File: src/logic/mws_pkg.sv
package mws_pkg;
   localparam int          WORD_BITS   = 11;
   localparam int          VALUE_BITS  = 8;
   localparam int          ADDR_BITS   = 3;
   localparam int          NUM_CHAN    = 6;
   localparam int          ADDR_MSB    = 10;
   localparam int          ADDR_LSB    = 8;
   localparam int          VALUE_MSB   = 7;
   localparam int          VALUE_LSB   = 0;
   localparam logic [7:0]  MIDSCALE    = 8'h80;
   localparam logic [10:0] SHIFT_RESET = 11'h000;
   localparam logic [2:0]  CHAN4_LAST  = 3'h3;
   localparam logic [2:0]  CHAN6_LAST  = 3'h5;
   typedef enum logic [1:0]
   {
      MWS_IDLE  = 2'b00,
      MWS_SHIFT = 2'b01
   } mws_state_t;
endpackage

File: src/logic/mws_edge_detect.sv
`timescale 1ns/1ps
module mws_edge_detect
(
   // Clock and reset
   input  wire logic mclk,
   input  wire logic reset,
   // Sampled level
   input  wire logic level_in,
   // Edge pulses
   output logic      rise_pulse,
   output logic      fall_pulse
);
   logic prev_reg;
   logic prev_next;

   always_comb
   begin
      prev_next = level_in;
   end

   always_ff @(posedge mclk or posedge reset)
   begin
      if (reset)
      begin
         prev_reg <= 1'b1;
      end
      else
      begin
         prev_reg <= prev_next;
      end
   end

   assign rise_pulse = level_in & ~prev_reg;
   assign fall_pulse = ~level_in & prev_reg;
endmodule

File: src/logic/mws_loader.sv
// Behaviour
// - While select low, shift serial_in on each rising shift clock edge.
// - Eleven-stage shift chain; bit shifted eleven times earlier appears at chain_out.
// - Select low, clock low: chain contents hold, chain output enabled.
// - Select rising edge loads the latch picked by the three address bits.
// - Only the last eleven bits before select rises are kept.
// - Selected latch takes the final eight bits, one channel update.
// - Decoder gated on select rise in an open frame, enabling at most one latch (none for codes above the last channel).
// - Codes 0 to 3 pick channels 1 to 4; 4 and 5 on six-channel only.
// - Select high with preset and power-down idle: no register activity.
// - Preset low sets all latches midscale and clears chain output latch.
// - Preset rising while select high latches 0x80 into every latch.
// - Power-down low releases chain output high; A open, wiper to B.
// - Chain output is open drain, pulling low only.
// - Word is three address bits then eight data bits, MSB first.
// - At power-up every wiper latch is midscale.
// - Power-down keeps all latch values for return to previous settings.
`timescale 1ns/1ps
module mws_loader
   import mws_pkg::*;
#(
   parameter bit SIX_CHANNEL = 1'b1
)
(
   // Clock and reset
   input  wire logic                  mclk,
   input  wire logic                  reset,
   // Serial port
   input  wire logic                  shift_clk,
   input  wire logic                  select_n,
   input  wire logic                  serial_in,
   // Chain output, open drain
   output logic                       chain_out_o,
   output logic                       chain_out_oe_n,
   // Controls
   input  wire logic                  preset_mid_n,
   input  wire logic                  power_down_n,
   // Analog switch controls
   output logic [NUM_CHAN-1:0]        a_open,
   output logic [NUM_CHAN-1:0]        wiper_to_b,
   // Wiper latches
   output logic [NUM_CHAN*8-1:0]      wiper_setting_latch
);
   ////////////////////////////////////////////////////////////////////////
   logic             clk_rise;
   logic             sel_rise;
   logic             sel_fall;
   logic             pre_rise;

   mws_edge_detect u_clk_edge
   (
      .mclk       (mclk),
      .reset      (reset),
      .level_in   (shift_clk),
      .rise_pulse (clk_rise),
      .fall_pulse ()
   );

   mws_edge_detect u_sel_edge
   (
      .mclk       (mclk),
      .reset      (reset),
      .level_in   (select_n),
      .rise_pulse (sel_rise),
      .fall_pulse (sel_fall)
   );

   mws_edge_detect u_pre_edge
   (
      .mclk       (mclk),
      .reset      (reset),
      .level_in   (preset_mid_n),
      .rise_pulse (pre_rise),
      .fall_pulse ()
   );

   ////////////////////////////////////////////////////////////////////////
   mws_state_t       state_reg;
   mws_state_t       state_next;
   logic [10:0]      shift_chain_reg;
   logic [10:0]      shift_chain_next;
   logic             out_latch_reg;
   logic             out_latch_next;

   always_comb
   begin
      state_next       = state_reg;
      shift_chain_next = shift_chain_reg;
      out_latch_next   = out_latch_reg;
      case (state_reg)
         MWS_IDLE:
         begin
            if (sel_fall)
            begin
               state_next = MWS_SHIFT;
            end
         end
         MWS_SHIFT:
         begin
            if (sel_rise)
            begin
               state_next = MWS_IDLE;
            end
         end
         default:
         begin
            state_next = MWS_IDLE;
         end
      endcase
      // older bits fall off the end
      if (!select_n && clk_rise)
      begin
         out_latch_next   = shift_chain_reg[ADDR_MSB];
         shift_chain_next = {shift_chain_reg[ADDR_MSB-1:0], serial_in};
      end
      if (!preset_mid_n)
      begin
         out_latch_next = 1'b0;
      end
   end

   always_ff @(posedge mclk or posedge reset)
   begin
      if (reset)
      begin
         state_reg       <= MWS_IDLE;
         shift_chain_reg <= SHIFT_RESET;
         out_latch_reg   <= 1'b0;
      end
      else
      begin
         state_reg       <= state_next;
         shift_chain_reg <= shift_chain_next;
         out_latch_reg   <= out_latch_next;
      end
   end

   ////////////////////////////////////////////////////////////////////////
   logic [2:0]       chan_addr;
   logic [7:0]       load_value;
   logic [2:0]       chan_last;

   assign chan_addr  = shift_chain_reg[ADDR_MSB:ADDR_LSB];
   assign load_value = shift_chain_reg[VALUE_MSB:VALUE_LSB];
   assign chan_last  = SIX_CHANNEL ? CHAN6_LAST : CHAN4_LAST;

   genvar ch;
   generate
      for (ch = 0; ch < NUM_CHAN; ch = ch + 1)
      begin : g_chan
         logic [7:0] latch_reg;
         logic [7:0] latch_next;
         logic       hit;

         // one channel per code
         // Load only once a frame was opened
         assign hit = sel_rise && (state_reg == MWS_SHIFT) && (chan_addr == 3'(ch))
                      && (chan_addr <= chan_last);

         always_comb
         begin
            latch_next = latch_reg;
            if (!preset_mid_n)
            begin
               latch_next = MIDSCALE;
            end
            else if (pre_rise && select_n)
            begin
               latch_next = MIDSCALE;
            end
            else if (hit)
            begin
               latch_next = load_value;
            end
         end

         always_ff @(posedge mclk or posedge reset)
         begin
            if (reset)
            begin
               latch_reg <= MIDSCALE;
            end
            else
            begin
               latch_reg <= latch_next;
            end
         end

         assign wiper_setting_latch[ch*8 +: 8] = latch_reg;
      end
   endgenerate

   ////////////////////////////////////////////////////////////////////////
   logic             oe_n_next;
   logic [NUM_CHAN-1:0] sw_next;

   always_comb
   begin
      oe_n_next = ~(power_down_n && !select_n && !out_latch_next);
      sw_next   = power_down_n ? {NUM_CHAN{1'b0}} : {NUM_CHAN{1'b1}};
   end

   always_ff @(posedge mclk or posedge reset)
   begin
      if (reset)
      begin
         chain_out_oe_n <= 1'b1;
         chain_out_o    <= 1'b0;
         a_open         <= {NUM_CHAN{1'b0}};
         wiper_to_b     <= {NUM_CHAN{1'b0}};
      end
      else
      begin
         chain_out_oe_n <= oe_n_next;
         chain_out_o    <= 1'b0;
         a_open         <= sw_next;
         wiper_to_b     <= sw_next;
      end
   end
endmodule

File: config.mk
export PLATFORM = sky130hd
export DESIGN_NAME = mws_loader
export DESIGN_NICKNAME = d
export VERILOG_FILES = /design/src/logic/mws_pkg.sv /design/src/logic/mws_edge_detect.sv /design/src/logic/mws_loader.sv
export SDC_FILE = /design/constraint.sdc
export NUM_CORES = 1
export LEC_CHECK = 0
export BUFFER_PORTS_ARGS = -buffer_cell sky130_fd_sc_hd__buf_2
export CORE_AREA = 5 5 82 141
export DETAILED_ROUTE_END_ITERATION = 7
export DIE_AREA = 0 0 87 146
export GPL_ROUTABILITY_DRIVEN = 0
export PLACE_DENSITY_LB_ADDON = 0.12
export SLEW_MARGIN = 20
export SYNTH_ARGS = -nofsm -noshare
export SYNTH_HDL_FRONTEND = slang
export SYNTH_SLANG_ARGS = --single-unit
export TNS_END_PERCENT = 1
File: constraint.sdc
create_clock -name mclk -period 6 [get_ports mclk]
set_clock_uncertainty 0.15 [all_clocks]
set_input_delay 0.6 -clock mclk [delete_from_list [all_inputs] [get_ports mclk]]
set_output_delay 0.6 -clock mclk [all_outputs]
set_load 0.005 [all_outputs]
==> key figures, run 1 <==
Floorplanning
  • Die Height: approximately 150 microns
  • Die W: about 87 microns
  • Row count: approximately 50
  • Die area: roughly 0.013 sq mm
  • Core ar.: slightly above 0.01 sq mm
  • Total I/O pin count: between 60 and 70
  • Initial cell density of the core: 29.6%

Place
  • DP Wirelength: around 5500 microns
  • Buffers on Ports: 67

STA
  • Fmax: 0.477 GHz
  • Setup-failing EPs final: 0
  • Hold WS: 0.229 ns
  • Slew at the pin closest to its max-slew limit: 0.881 ns
  • RSZ-0062 raised after global routing: false
  • Final Max Tran Viols: 0
  • Total negative slack: 0 ns
  • Worst slew margin: between 40% and 50%
  • Fin crit share: 34.9%
  • Fin crit period: 2.10 ns
  • Hold Fails Final Rpt: 0

Clock tree
  • CTS Hold Bufs: 0
  • # clock sinks: 66
  • CTS HTree Levels: 3
  • Root buf cell: clkbuf_16
  • CTS max path bufs: 2
  • Worst-path clk slew: approximately 0.05 ns
  • Later-pin clock latency in the skew report: between 0.3 and 0.4 ns
  • TritonCTS clock tree: done
  • Cts bufs inserted: 9
  • Post-CTS Setup Bufs: 0
  • CTS resizes: 0

Critical path
  • Critical path fanouts, max: 50
  • Data arrival time of the worst path: approximately 2.2 ns
  • Critical path class: input port to register
  • Startpoint Class: input port
  • Crit. End Element: register
  • Cell family with most CP delay: buffers and inverters
  • Required time worst endpoint: 6.09 ns
  • Slowest cell on the critical path: inv_2
  • Crit path cell chain: buf_2 -> inv_2 -> o211ai_1 -> mux2i_1
  • CP peak stage delay: 0.67 ns
  • CP Buf/Inv Count: 2

Cells and area
  • Max reg flops: 48
  • Fill count: approximately 1000
  • Antenna cell count: 0
  • Area Growth Syn to Fin: 20.6%
  • Final net count: between 200 and 300
  • Layout cell share with drive strength beyond 1: 38.1%

Detailed routing
  • Routed WL per cell: around 20 microns
  • First drt pass iteration count: 4
  • DRC viols: 0
  • Via count: between 2000 and 2500
  • Antenna viol nets, final: 0
  • Via/cell ratio: slightly below 5
  • Starting DRC count in detailed routing: about 130
  • WL final: about 8400 microns

Global routing
  • Grt ovf: 0
  • Initial antenna violation count: 0
  • Global-route wire length before repair: between 10000 and 15000 microns
  • Vias in the first global route: 2208
  • Largest net degree at the start of global routing: 67
  • GRT Total Usage: about 14%

Synth
  • Synth cell types: 24
  • Yosys reg bits: between 60 and 70
  • Syn_nets: roughly 250
  • Yosys synthesis warning count: 0
  • Mapped Cells: 238
  • Register area share after synthesis: a little over half
  • Mean Syn Cell Area: between 10 and 15 sq um
  • Synthesized area: approximately 0.0030 sq mm

Power
  • Static Leak: between 1.5 and 2 nW
  • Overall power: approximately 1.1 mW
  • Pwr Density: 311 mW/mm^2
  • Maximum vdd ir drop: between 100 and 150 uV

Worst hold path
  • Worst Hold Class: input port to register

Flow run
  • MaxCap Viol Count: 0

Status
  • Status: complete, no violations
==> cell usage in the layout, fill, tap and decap left out, types with 2 or more instances in the layout <==
| master | n |
|---|---|
| buf_4 | 3 |
| dfrtp_1 | 56 |
| o211ai_1 | 49 |
| and2_1 | 2 |
| clkbuf_8 | 4 |
| dfstp_2 | 10 |
| inv_1 | 3 |
| nand2_1 | 8 |
| buf_2 | 67 |
| mux2_2 | 11 |
| mux2i_1 | 49 |
| a211oi_1 | 6 |
| inv_2 | 2 |
| clkbuf_16 | 9 |
| clkinv_2 | 2 |
| nor2b_1 | 2 |
==> layout make-up <==
cell class	instances	area, sq um	share of cell area [%]
Tap cell	127	159	4.35
Clock buffer	13	280	7.68
Inverter	5	18.8	0.514
Clock inverter	2	10.0	0.274
Multi-Input combinational cell	135	1160	31.8
Timing Repair Buffer	70	358	9.80
Sequential cell	66	1660	45.6
==> cells in the mapped netlist <==
cell      instances  share of area [%]
dfrtp_1          56                 46
mux2i_1          49                 16
o211ai_1         49                 12
buf_4            13                3.2
clkbuf_1         11                1.4
mux2_2           11                4.1
dfstp_2          10                8.7
nand2_1           8               0.99
a211oi_1          6                1.5
buf_2             6               0.99
inv_1             4               0.50
and2_1            2               0.41
nor2b_1           2               0.41
a211oi_2          1               0.41
and4b_1           1               0.33
and4bb_2          1               0.41
buf_1             1               0.12
buf_6             1               0.37
conb_1            1               0.12
inv_2             1               0.12
maj3_1            1               0.33
nor2_1            1               0.12
nor3b_4           1               0.62
or3_1             1               0.21
==> layer usage <==
| layer | vias to the layer above | track usage [%] | share of wire, % |
|---|---|---|---|
| met5 | - | 0 | 0 |
| met4 | 0 | 6.16 | 2.1 |
| met3 | 12 | 3.57 | 3.9 |
| met2 | 42 | 23.4 | 54 |
| met1 | 1043 | 16.7 | 40 |
| li1 | 970 | - | - |
==> path summary, 6_finish.rpt <==
check                                    start                      to  slack (ns)  cells after the start
setup / recovery                      select_n  g_chan[3].latch_reg[1]        3.90                      4
hold / removal                       shift_clk     u_clk_edge.prev_reg        0.23                      1
setup reg to reg           u_pre_edge.prev_reg  g_chan[1].latch_reg[7]        3.92                      4
hold reg to reg             shift_chain_reg[4]      shift_chain_reg[4]        0.39                      1
max in group asynchronous                reset      shift_chain_reg[9]        4.75                      3
min in group asynchronous                reset      shift_chain_reg[0]        0.36                      3
==> through the flow <==
stage	setup slack [ns]	cell area (sq um)	cells	util, %
after floorplan	3.61	3030	238	-
after global placement	3.52	3360	403	32.8
after detailed placement	3.53	3360	403	32.8
after CTS	3.88	3650	418	35.6
after global routing	3.72	3650	418	35.6
final	3.90	3650	418	35.6
==> cells by family after synthesis <==
group,Yosys count,share of synthesized area [%]
DFF,66,55.0
muxes,60,20.3
AOI/OAI and AO/OA,56,14.1
buffers and inverters,37,6.70
and+or+nand+nor,17,3.51
adders and majority gates,1,0.331
other,1,0.124
==> power by group <==
part,total (mW),internal (mW),switching (mW)
sequential,0.511,0.482,0.0294
combinational,0.122,0.0479,0.0738
clock,0.503,0.321,0.182
total,1.14,0.850,0.285
Note: power is estimated with default switching activity, not from simulation.
==> inputs of run 2 (changes only) <==
--- a/config.mk
+++ b/config.mk
@@ -5,10 +5,11 @@
 export SDC_FILE = /design/constraint.sdc
 export NUM_CORES = 1
 export LEC_CHECK = 0
+export ABC_AREA = 1
 export BUFFER_PORTS_ARGS = -buffer_cell sky130_fd_sc_hd__buf_2
-export CORE_AREA = 5 5 82 141
+export CORE_AREA = 5 5 80 137
 export DETAILED_ROUTE_END_ITERATION = 7
-export DIE_AREA = 0 0 87 146
+export DIE_AREA = 0 0 85 142
 export GPL_ROUTABILITY_DRIVEN = 0
 export PLACE_DENSITY_LB_ADDON = 0.12
 export SLEW_MARGIN = 20
==> constraint.sdc (replaced) <==
create_clock -name mclk -period 1.7 [get_ports mclk]
set_clock_uncertainty 0.15 [all_clocks]
set_input_delay 0.17 -clock mclk [delete_from_list [all_inputs] [get_ports mclk]]
set_output_delay 0.17 -clock mclk [all_outputs]
set_load 0.005 [all_outputs]
==> key figures, run 2 <==
Cells and area
  • Final net count: 403 (+37%)
  • Most common library cell in the layout ignoring fill and taps: nand2_1
  • Util after Layout: 37.4% (+1.8 points)
  • Layout cell share with drive strength beyond 1: 30.7% (-7.5 points)
  • Most frequent cells in the layout: nand2_1, buf_2, dfrtp_1
  • Area Growth Syn to Fin: 29.4%
  • Fill count: 1070 (+7.1%)
  • Max reg flops: 48 (unchanged)
  • Antenna cell count: 0 (unchanged)

Synth
  • Yosys reg bits: 66 (unchanged)
  • EDFF count, synth: 0 (unchanged)
  • Async set-reset flop share out of synthesis: 100% (unchanged)
  • Yosys synthesis warning count: 0 (unchanged)
  • Area leader, netlist: dfrtp_1
  • Post-synth top flop: dfrtp_1
  • Simple-Gate Fraction of Synth Area: 29.1% (+26 points)
  • Post-synthesis compound-gate area fraction: 2.71% (-11 points)
  • Synth cell types: 19 (-21%)
  • Adder-cell area share of the yosys netlist: 0% (-0.33 points)
  • XOR/XNOR Fraction of Synth Area: 0% (unchanged)
  • Mux contribution to synthesized area: 0% (-20 points)
  • Top cells by area, synth: dfrtp_1, nand2_1, dfstp_2, nand3_1, buf_4
  • Register area share after synthesis: 59.1% (+4.1 points)
  • Mean Syn Cell Area: 8.83 sq um (-31%)
  • Main combinational cell family by area after synthesis: simple AND/OR/NAND/NOR gates
  • Syn_nets: 326 (+33%)
  • Mapped Cells: 319 (+34%)
  • Post-synth top cells: nand2_1, dfrtp_1, nand3_1
  • Share of the synthesized area in the top cell type: 49.8% (+3.5 points)
  • Count leader, synth: nand2_1
  • Synthesized area: 0.00282 sq mm (-7.0%)

Global routing
  • GRT Total Usage: 13.1% (-0.95 points)
  • Initial antenna violation count: 0 (unchanged)
  • Grt ovf: 0 (unchanged)
  • Largest net degree at the start of global routing: 67 (unchanged)
  • Global-route wire length before repair: 12100 microns (-9.2%)
  • Vias in the first global route: 2256 (+2.2%)

Critical path
  • Required time worst endpoint: 1.82 ns (-4.27 ns)
  • Slowest cell on the critical path: dlygate4sd3_1
  • Data arrival time of the worst path: 1.69 ns (-0.50 ns)
  • CP peak stage delay: 0.52 ns (-0.15 ns)
  • Crit path cell chain: dlygate4sd3_1 -> buf_2 -> nand2_1 -> nor2_4 -> nand2_2 -> clkinv_2 -> nand2_1 -> nand2_1
  • Cell family with most CP delay: buffers and inverters
  • Startpoint Class: input port
  • CP Buf/Inv Count: 3 (+1)
  • Critical path fanouts, max: 10 (-80%)
  • Critical path class: input port to register
  • Most frequent cell on the critical path: nand2_1
  • Crit. End Element: register

Clock tree
  • Cts bufs inserted: 9 (unchanged)
  • Later-pin clock latency in the skew report: 0.33 ns (about the same)
  • Root buf cell: clkbuf_16
  • CTS max path bufs: 2 (unchanged)
  • Post-CTS Setup Bufs: 0 (unchanged)
  • # clock sinks: 66 (unchanged)
  • TritonCTS clock tree: done
  • Worst-path clk slew: 0.05 ns (about the same)
  • CTS HTree Levels: 3 (unchanged)

Detailed routing
  • Via/cell ratio: 4.34 (-12%)
  • First drt pass iteration count: 4 (unchanged)
  • Starting DRC count in detailed routing: 94 (-27%)
  • DRC viols: 0 (unchanged)
  • Routed WL per cell: 14.1 microns (-30%)
  • WL final: 7420 microns (-11%)
  • Antenna viol nets, final: 0 (unchanged)
  • Via count: 2281 (+10%)

Place
  • DP Wirelength: 5150 microns (-7.2%)
  • Buffers on Ports: 67 (unchanged)
  • DP Worst Slack: 0.137 ns (-3.39 ns)

Status
  • Status: complete, no violations

Floorplanning
  • Core ar.: 0.00973 sq mm (-5.0%)
  • Die area: 0.0121 sq mm (-5.0%)
  • Initial cell density of the core: 28.9% (-0.63 points)
  • Row count: 48 (-2.0%)
  • Die Height: 142 microns (-2.7%)
  • Total I/O pin count: 69 (unchanged)
  • Die W: 85 microns (-2.3%)

Power
  • Clock power frac: 45.5% (+1.2 points)
  • Sw frac: 25.2% (+0.10 points)
  • Combinational Power Share: 11.7% (+1.0 points)
  • Net Switching: 1.03 mW (+260%)
  • Reg power frac: 42.8% (-2.2 points)
  • Static Leak: 2.08 nW (+8.7%)
  • Maximum vdd ir drop: 479 uV (+240%)
  • P_int: 3.06 mW (+260%)
  • Pwr Density: 1120 mW/mm^2 (+260%)

Worst hold path
  • Worst Hold Class: register to register

STA
  • Final Max Tran Viols: 0 (unchanged)
  • Hold Fails Final Rpt: 0 (unchanged)
  • Fin crit share: between 90% and 100%
  • RSZ-0062 raised after global routing: true
  • Fin crit period: around 1.6 ns
  • Worst Setup Slack, final: 0.128 ns (-3.78 ns)
  • Setup-failing EPs final: 0 (unchanged)
  • Fmax: between 0.6 and 0.7 GHz

Flow run
  • MaxCap Viol Count: 0 (unchanged)
## run 2: final cells by class
| class | count | area (sq um) | area share (%) |
|---|---|---|---|
| inverters | 25 | 108 | 2.95 |
| clock inverters | 5 | 52.6 | 1.44 |
| flip-flops and latches | 66 | 1660 | 45.7 |
| repair buffers | 85 | 502 | 13.8 |
| well taps | 125 | 156 | 4.29 |
| clock buffers | 11 | 253 | 6.94 |
| multi-input cells | 209 | 907 | 24.9 |
## run 2: worst register-to-register path: stages, from the launching register on
cell      delay, ns
dfstp_2        0.51
inv_1          0.04
nand2_1        0.11
nor2_4         0.08
nand2_2        0.20
clkinv_2       0.16
nand2_1        0.09
nand2_1        0.06
## run 2: kinds of logic (layout without fill, tap and decap cells)
| logic type | count (synthesis) | after routing |
|---|---|---|
| AO/OA/AOI/OAI | 13 | 13 |
| buffers and inverters | 44 | 126 |
| flip-flops | 66 | 66 |
| other | 1 | 1 |
| AND/OR/NAND/NOR | 195 | 195 |
## run 2: layer usage
layer  GRT usage, %  up-vias  wire length, microns
met4           5.50        0                   117
met5              0        -                     0
met2           22.2       53                  3850
met3           3.36       10                   334
met1           15.6     1073                  3130
li1               -     1145                     -
## run 2: path summary, 6_finish.rpt
| path | from | endpoint | slack, ns | cells after the start |
|---|---|---|---|---|
| min reg2reg | shift_chain_reg[2] | shift_chain_reg[2] | 0.33 | 2 |
| max in group asynchronous | reset | g_chan[2].latch_reg[7] | 0.73 | 4 |
| max reg2reg | u_sel_edge.prev_reg | g_chan[0].latch_reg[6] | 0.19 | 7 |
| min | shift_chain_reg[2] | shift_chain_reg[2] | 0.33 | 2 |
| min in group asynchronous | reset | g_chan[3].latch_reg[5] | 0.34 | 4 |
| max | select_n | g_chan[0].latch_reg[6] | 0.13 | 8 |
## run 2: stage by stage
step / hold WS (ns) / TNS, ns / power [mW] / std cells / instance area [sq um]
6_report: 0.333 / 0 / 4.09 / 526 / 3640
5_1_grt: 0.357 / -0.0112 / 4.31 / 526 / 3640
4_1_cts: 0.339 / 0 / 4.19 / 526 / 3630
3_5_place_dp: 0.149 / 0 / 2.26 / 504 / 3270
3_3_place_gp: 0.147 / 0 / 2.26 / 504 / 3270
2_1_floorplan: 0.0245 / 0 / 2.08 / 319 / 2820
## run 2: what timing repair did
action | 4_1_cts | 5_1_grt
hold buffers | 6 | 0
gates resized for setup | 0 | 3
endpoints found under the hold margin | 63 | 0
setup endpoints to repair | 0 | 12
## run 2: power groups by stage
stage               combinational, mW  clock, mW  sequential [mW]
floorplan                       0.303          0             1.77
global placement                0.477          0             1.78
detailed placement              0.481          0             1.78
CTS                             0.494       1.94             1.75
global route                    0.548       1.99             1.77
finish                          0.479       1.86             1.75
==> inputs of run 3 (changes only) <==
==> constraint.sdc (replaced) <==
create_clock -name mclk -period 1.7 [get_ports mclk]
set_clock_uncertainty 0.15 [all_clocks]
set_input_delay 0.51 -clock mclk [delete_from_list [all_inputs] [get_ports mclk]]
set_output_delay 0.51 -clock mclk [all_outputs]
set_load 0.005 [all_outputs]
==> key figures, run 3 (synthesis gave the netlist of run 2 again) <==
Status
  • Status: complete, no violations

Clock tree
  • CTS max path bufs: 2 (unchanged)
  • Cts bufs inserted: 9 (unchanged)
  • TritonCTS clock tree: done
  • CTS HTree Levels: 3 (unchanged)
  • # clock sinks: 66 (unchanged)
  • Later-pin clock latency in the skew report: 0.32 ns (about the same)
  • Worst-path clk slew: 0.05 ns (about the same)
  • CTS Hold Bufs: 0 (-6)
  • Root buf cell: clkbuf_16

Floorplanning
  • Die area: 0.0121 sq mm (unchanged)
  • Total I/O pin count: 69 (unchanged)
  • Die W: 85 microns (unchanged)
  • Core ar.: 0.00973 sq mm (unchanged)
  • Row count: 48 (unchanged)
  • Die Height: 142 microns (unchanged)
  • Initial cell density of the core: 28.9% (unchanged)

Global routing
  • Vias in the first global route: 2330 (+3.3%)
  • Largest net degree at the start of global routing: 67 (unchanged)
  • Grt ovf: 0 (unchanged)
  • Initial antenna violation count: 0 (unchanged)
  • Global-route wire length before repair: 12300 microns (+1.3%)
  • GRT Total Usage: 13.1% (+0.043 points)

Critical path
  • Critical path fanouts, max: 2 (-8)
  • Crit path cell chain: buf_2
  • R2r worst-path depth: 4 (-3)
  • Data arrival time of the worst path: 0.97 ns (-0.72 ns)
  • CP Buf/Inv Count: 1 (-2)
  • Critical path class: register to primary output
  • Cell family with most CP delay: flip-flops
  • CP peak stage delay: 0.54 ns (+0.02 ns)
  • CP Depth: 1 (-7)
  • Required time worst endpoint: 1.04 ns (-0.78 ns)
  • Crit. End Element: primary output
  • Slowest cell on the critical path: dfstp_2
  • Startpoint Class: register

STA
  • Fin crit period: 1.63 ns (+0.0572 ns)
  • Slew at the pin closest to its max-slew limit: roughly 0.67 ns
  • RSZ-0062 raised after global routing: false
  • Fin crit share: 95.8% (+3.4 points)
  • Setup-failing EPs final: 0 (unchanged)
  • Final Max Tran Viols: 0 (unchanged)
  • Hold Fails Final Rpt: 0 (unchanged)
  • Worst slew margin: 55.1%
  • Fmax: 0.614 GHz (-3.5%)

Cells and area
  • Final net count: 398 (-1.2%)
  • Area Growth Syn to Fin: 28.3%
  • Antenna cell count: 0 (unchanged)
  • Most frequent cells in the layout: nand2_1, buf_2, dfrtp_1
  • Layout cell share with drive strength beyond 1: 31.8% (+1.1 points)
  • Design area: 0.00361 sq mm (-0.86%)
  • Max reg flops: 48 (unchanged)
  • Most common library cell in the layout ignoring fill and taps: nand2_1

Power
  • Pwr Density: 1130 mW/mm^2 (+0.39%)
  • Overall power: 4.07 mW (-0.48%)
  • Maximum vdd ir drop: 514 uV (+7.3%)
  • Static Leak: 2.05 nW (-1.8%)

Detailed routing
  • First drt pass iteration count: 4 (unchanged)
  • Starting DRC count in detailed routing: 70 (-26%)
  • DRC viols: 0 (unchanged)
  • Routed WL per cell: 14.5 microns (+2.9%)
  • Antenna viol nets, final: 0 (unchanged)
  • WL final: 7570 microns (+1.9%)
  • Via/cell ratio: 4.43 (+2.2%)
  • Via count: 2309 (+1.2%)

Place
  • DP Wirelength: 5350 microns (+4.1%)
  • Placed cell area: 0.00330 sq mm (+1.0%)
  • Buffers on Ports: 67 (unchanged)

Worst hold path
  • Worst Hold Class: input port to async pin

Flow run
  • MaxCap Viol Count: 0 (unchanged)
-- run 3: final cells by class --
type                            count  area, sq um
Fill cell                        1066         6120
Sequential cell                    66         1670
Clock inverter                      2         35.0
Clock buffer                       14          264
Inverter                           25          108
Timing Repair Buffer               80          470
Tap cell                          125          156
Multi-Input combinational cell    209          912
-- run 3: path summary, 6_finish.rpt --
path	end	from	slack, ns
worst max-delay path	wiper_setting_latch[15]	g_chan[1].latch_reg[7]	0.07
max in group asynchronous	g_chan[2].latch_reg[7]	reset	0.93
worst min-delay path	g_chan[0].latch_reg[4]	reset	0.12
worst max register to register	g_chan[2].latch_reg[6]	u_pre_edge.prev_reg	0.09
min in group mclk	u_clk_edge.prev_reg	shift_clk	0.15
worst min register to register	shift_chain_reg[7]	shift_chain_reg[7]	0.33
-- run 3: what timing repair did --
| item | 4_1_cts | 5_1_grt |
|---|---|---|
| pin swaps | 0 | 0 |
| buffers inserted | 0 | 0 |
| endpoints found under the setup margin | 18 | 18 |
| gates resized for setup | 3 | 3 |
| endpoints found under the hold margin | 0 | 0 |
-- run 3: metal layers --
metal / vias to the layer above / GRT usage [%] / routed length [microns]
li1: 1127 / - / -
met1: 1099 / 15.0 / 2910
met2: 69 / 23.0 / 4020
met3: 14 / 2.95 / 464
met4: 0 / 6.17 / 179
met5: - / 0 / 0
-- run 3: report_power, final --
group | internal (mW) | switching, mW | total, mW | leakage (nW)
clock network | 1.21 | 0.634 | 1.85 | 0.147
logic | 0.151 | 0.319 | 0.470 | 1.03
registers | 1.70 | 0.0608 | 1.76 | 0.872
-- run 3: through the flow --
step / setup TNS (ns) / instances / hold WS [ns] / setup slack (ns) / util (%)
after global routing: 0 / 521 / 0.150 / 0.00469 / 37.1
after detailed placement: -5.28 / 505 / 0.323 / -0.286 / 33.9
after CTS: 0 / 521 / 0.143 / 0.0224 / 37.0
after floorplan: 0 / 319 / 0.303 / 0.308 / -
after global placement: -5.54 / 505 / 0.317 / -0.271 / 33.9
final: 0 / 521 / 0.122 / 0.0709 / 37.1
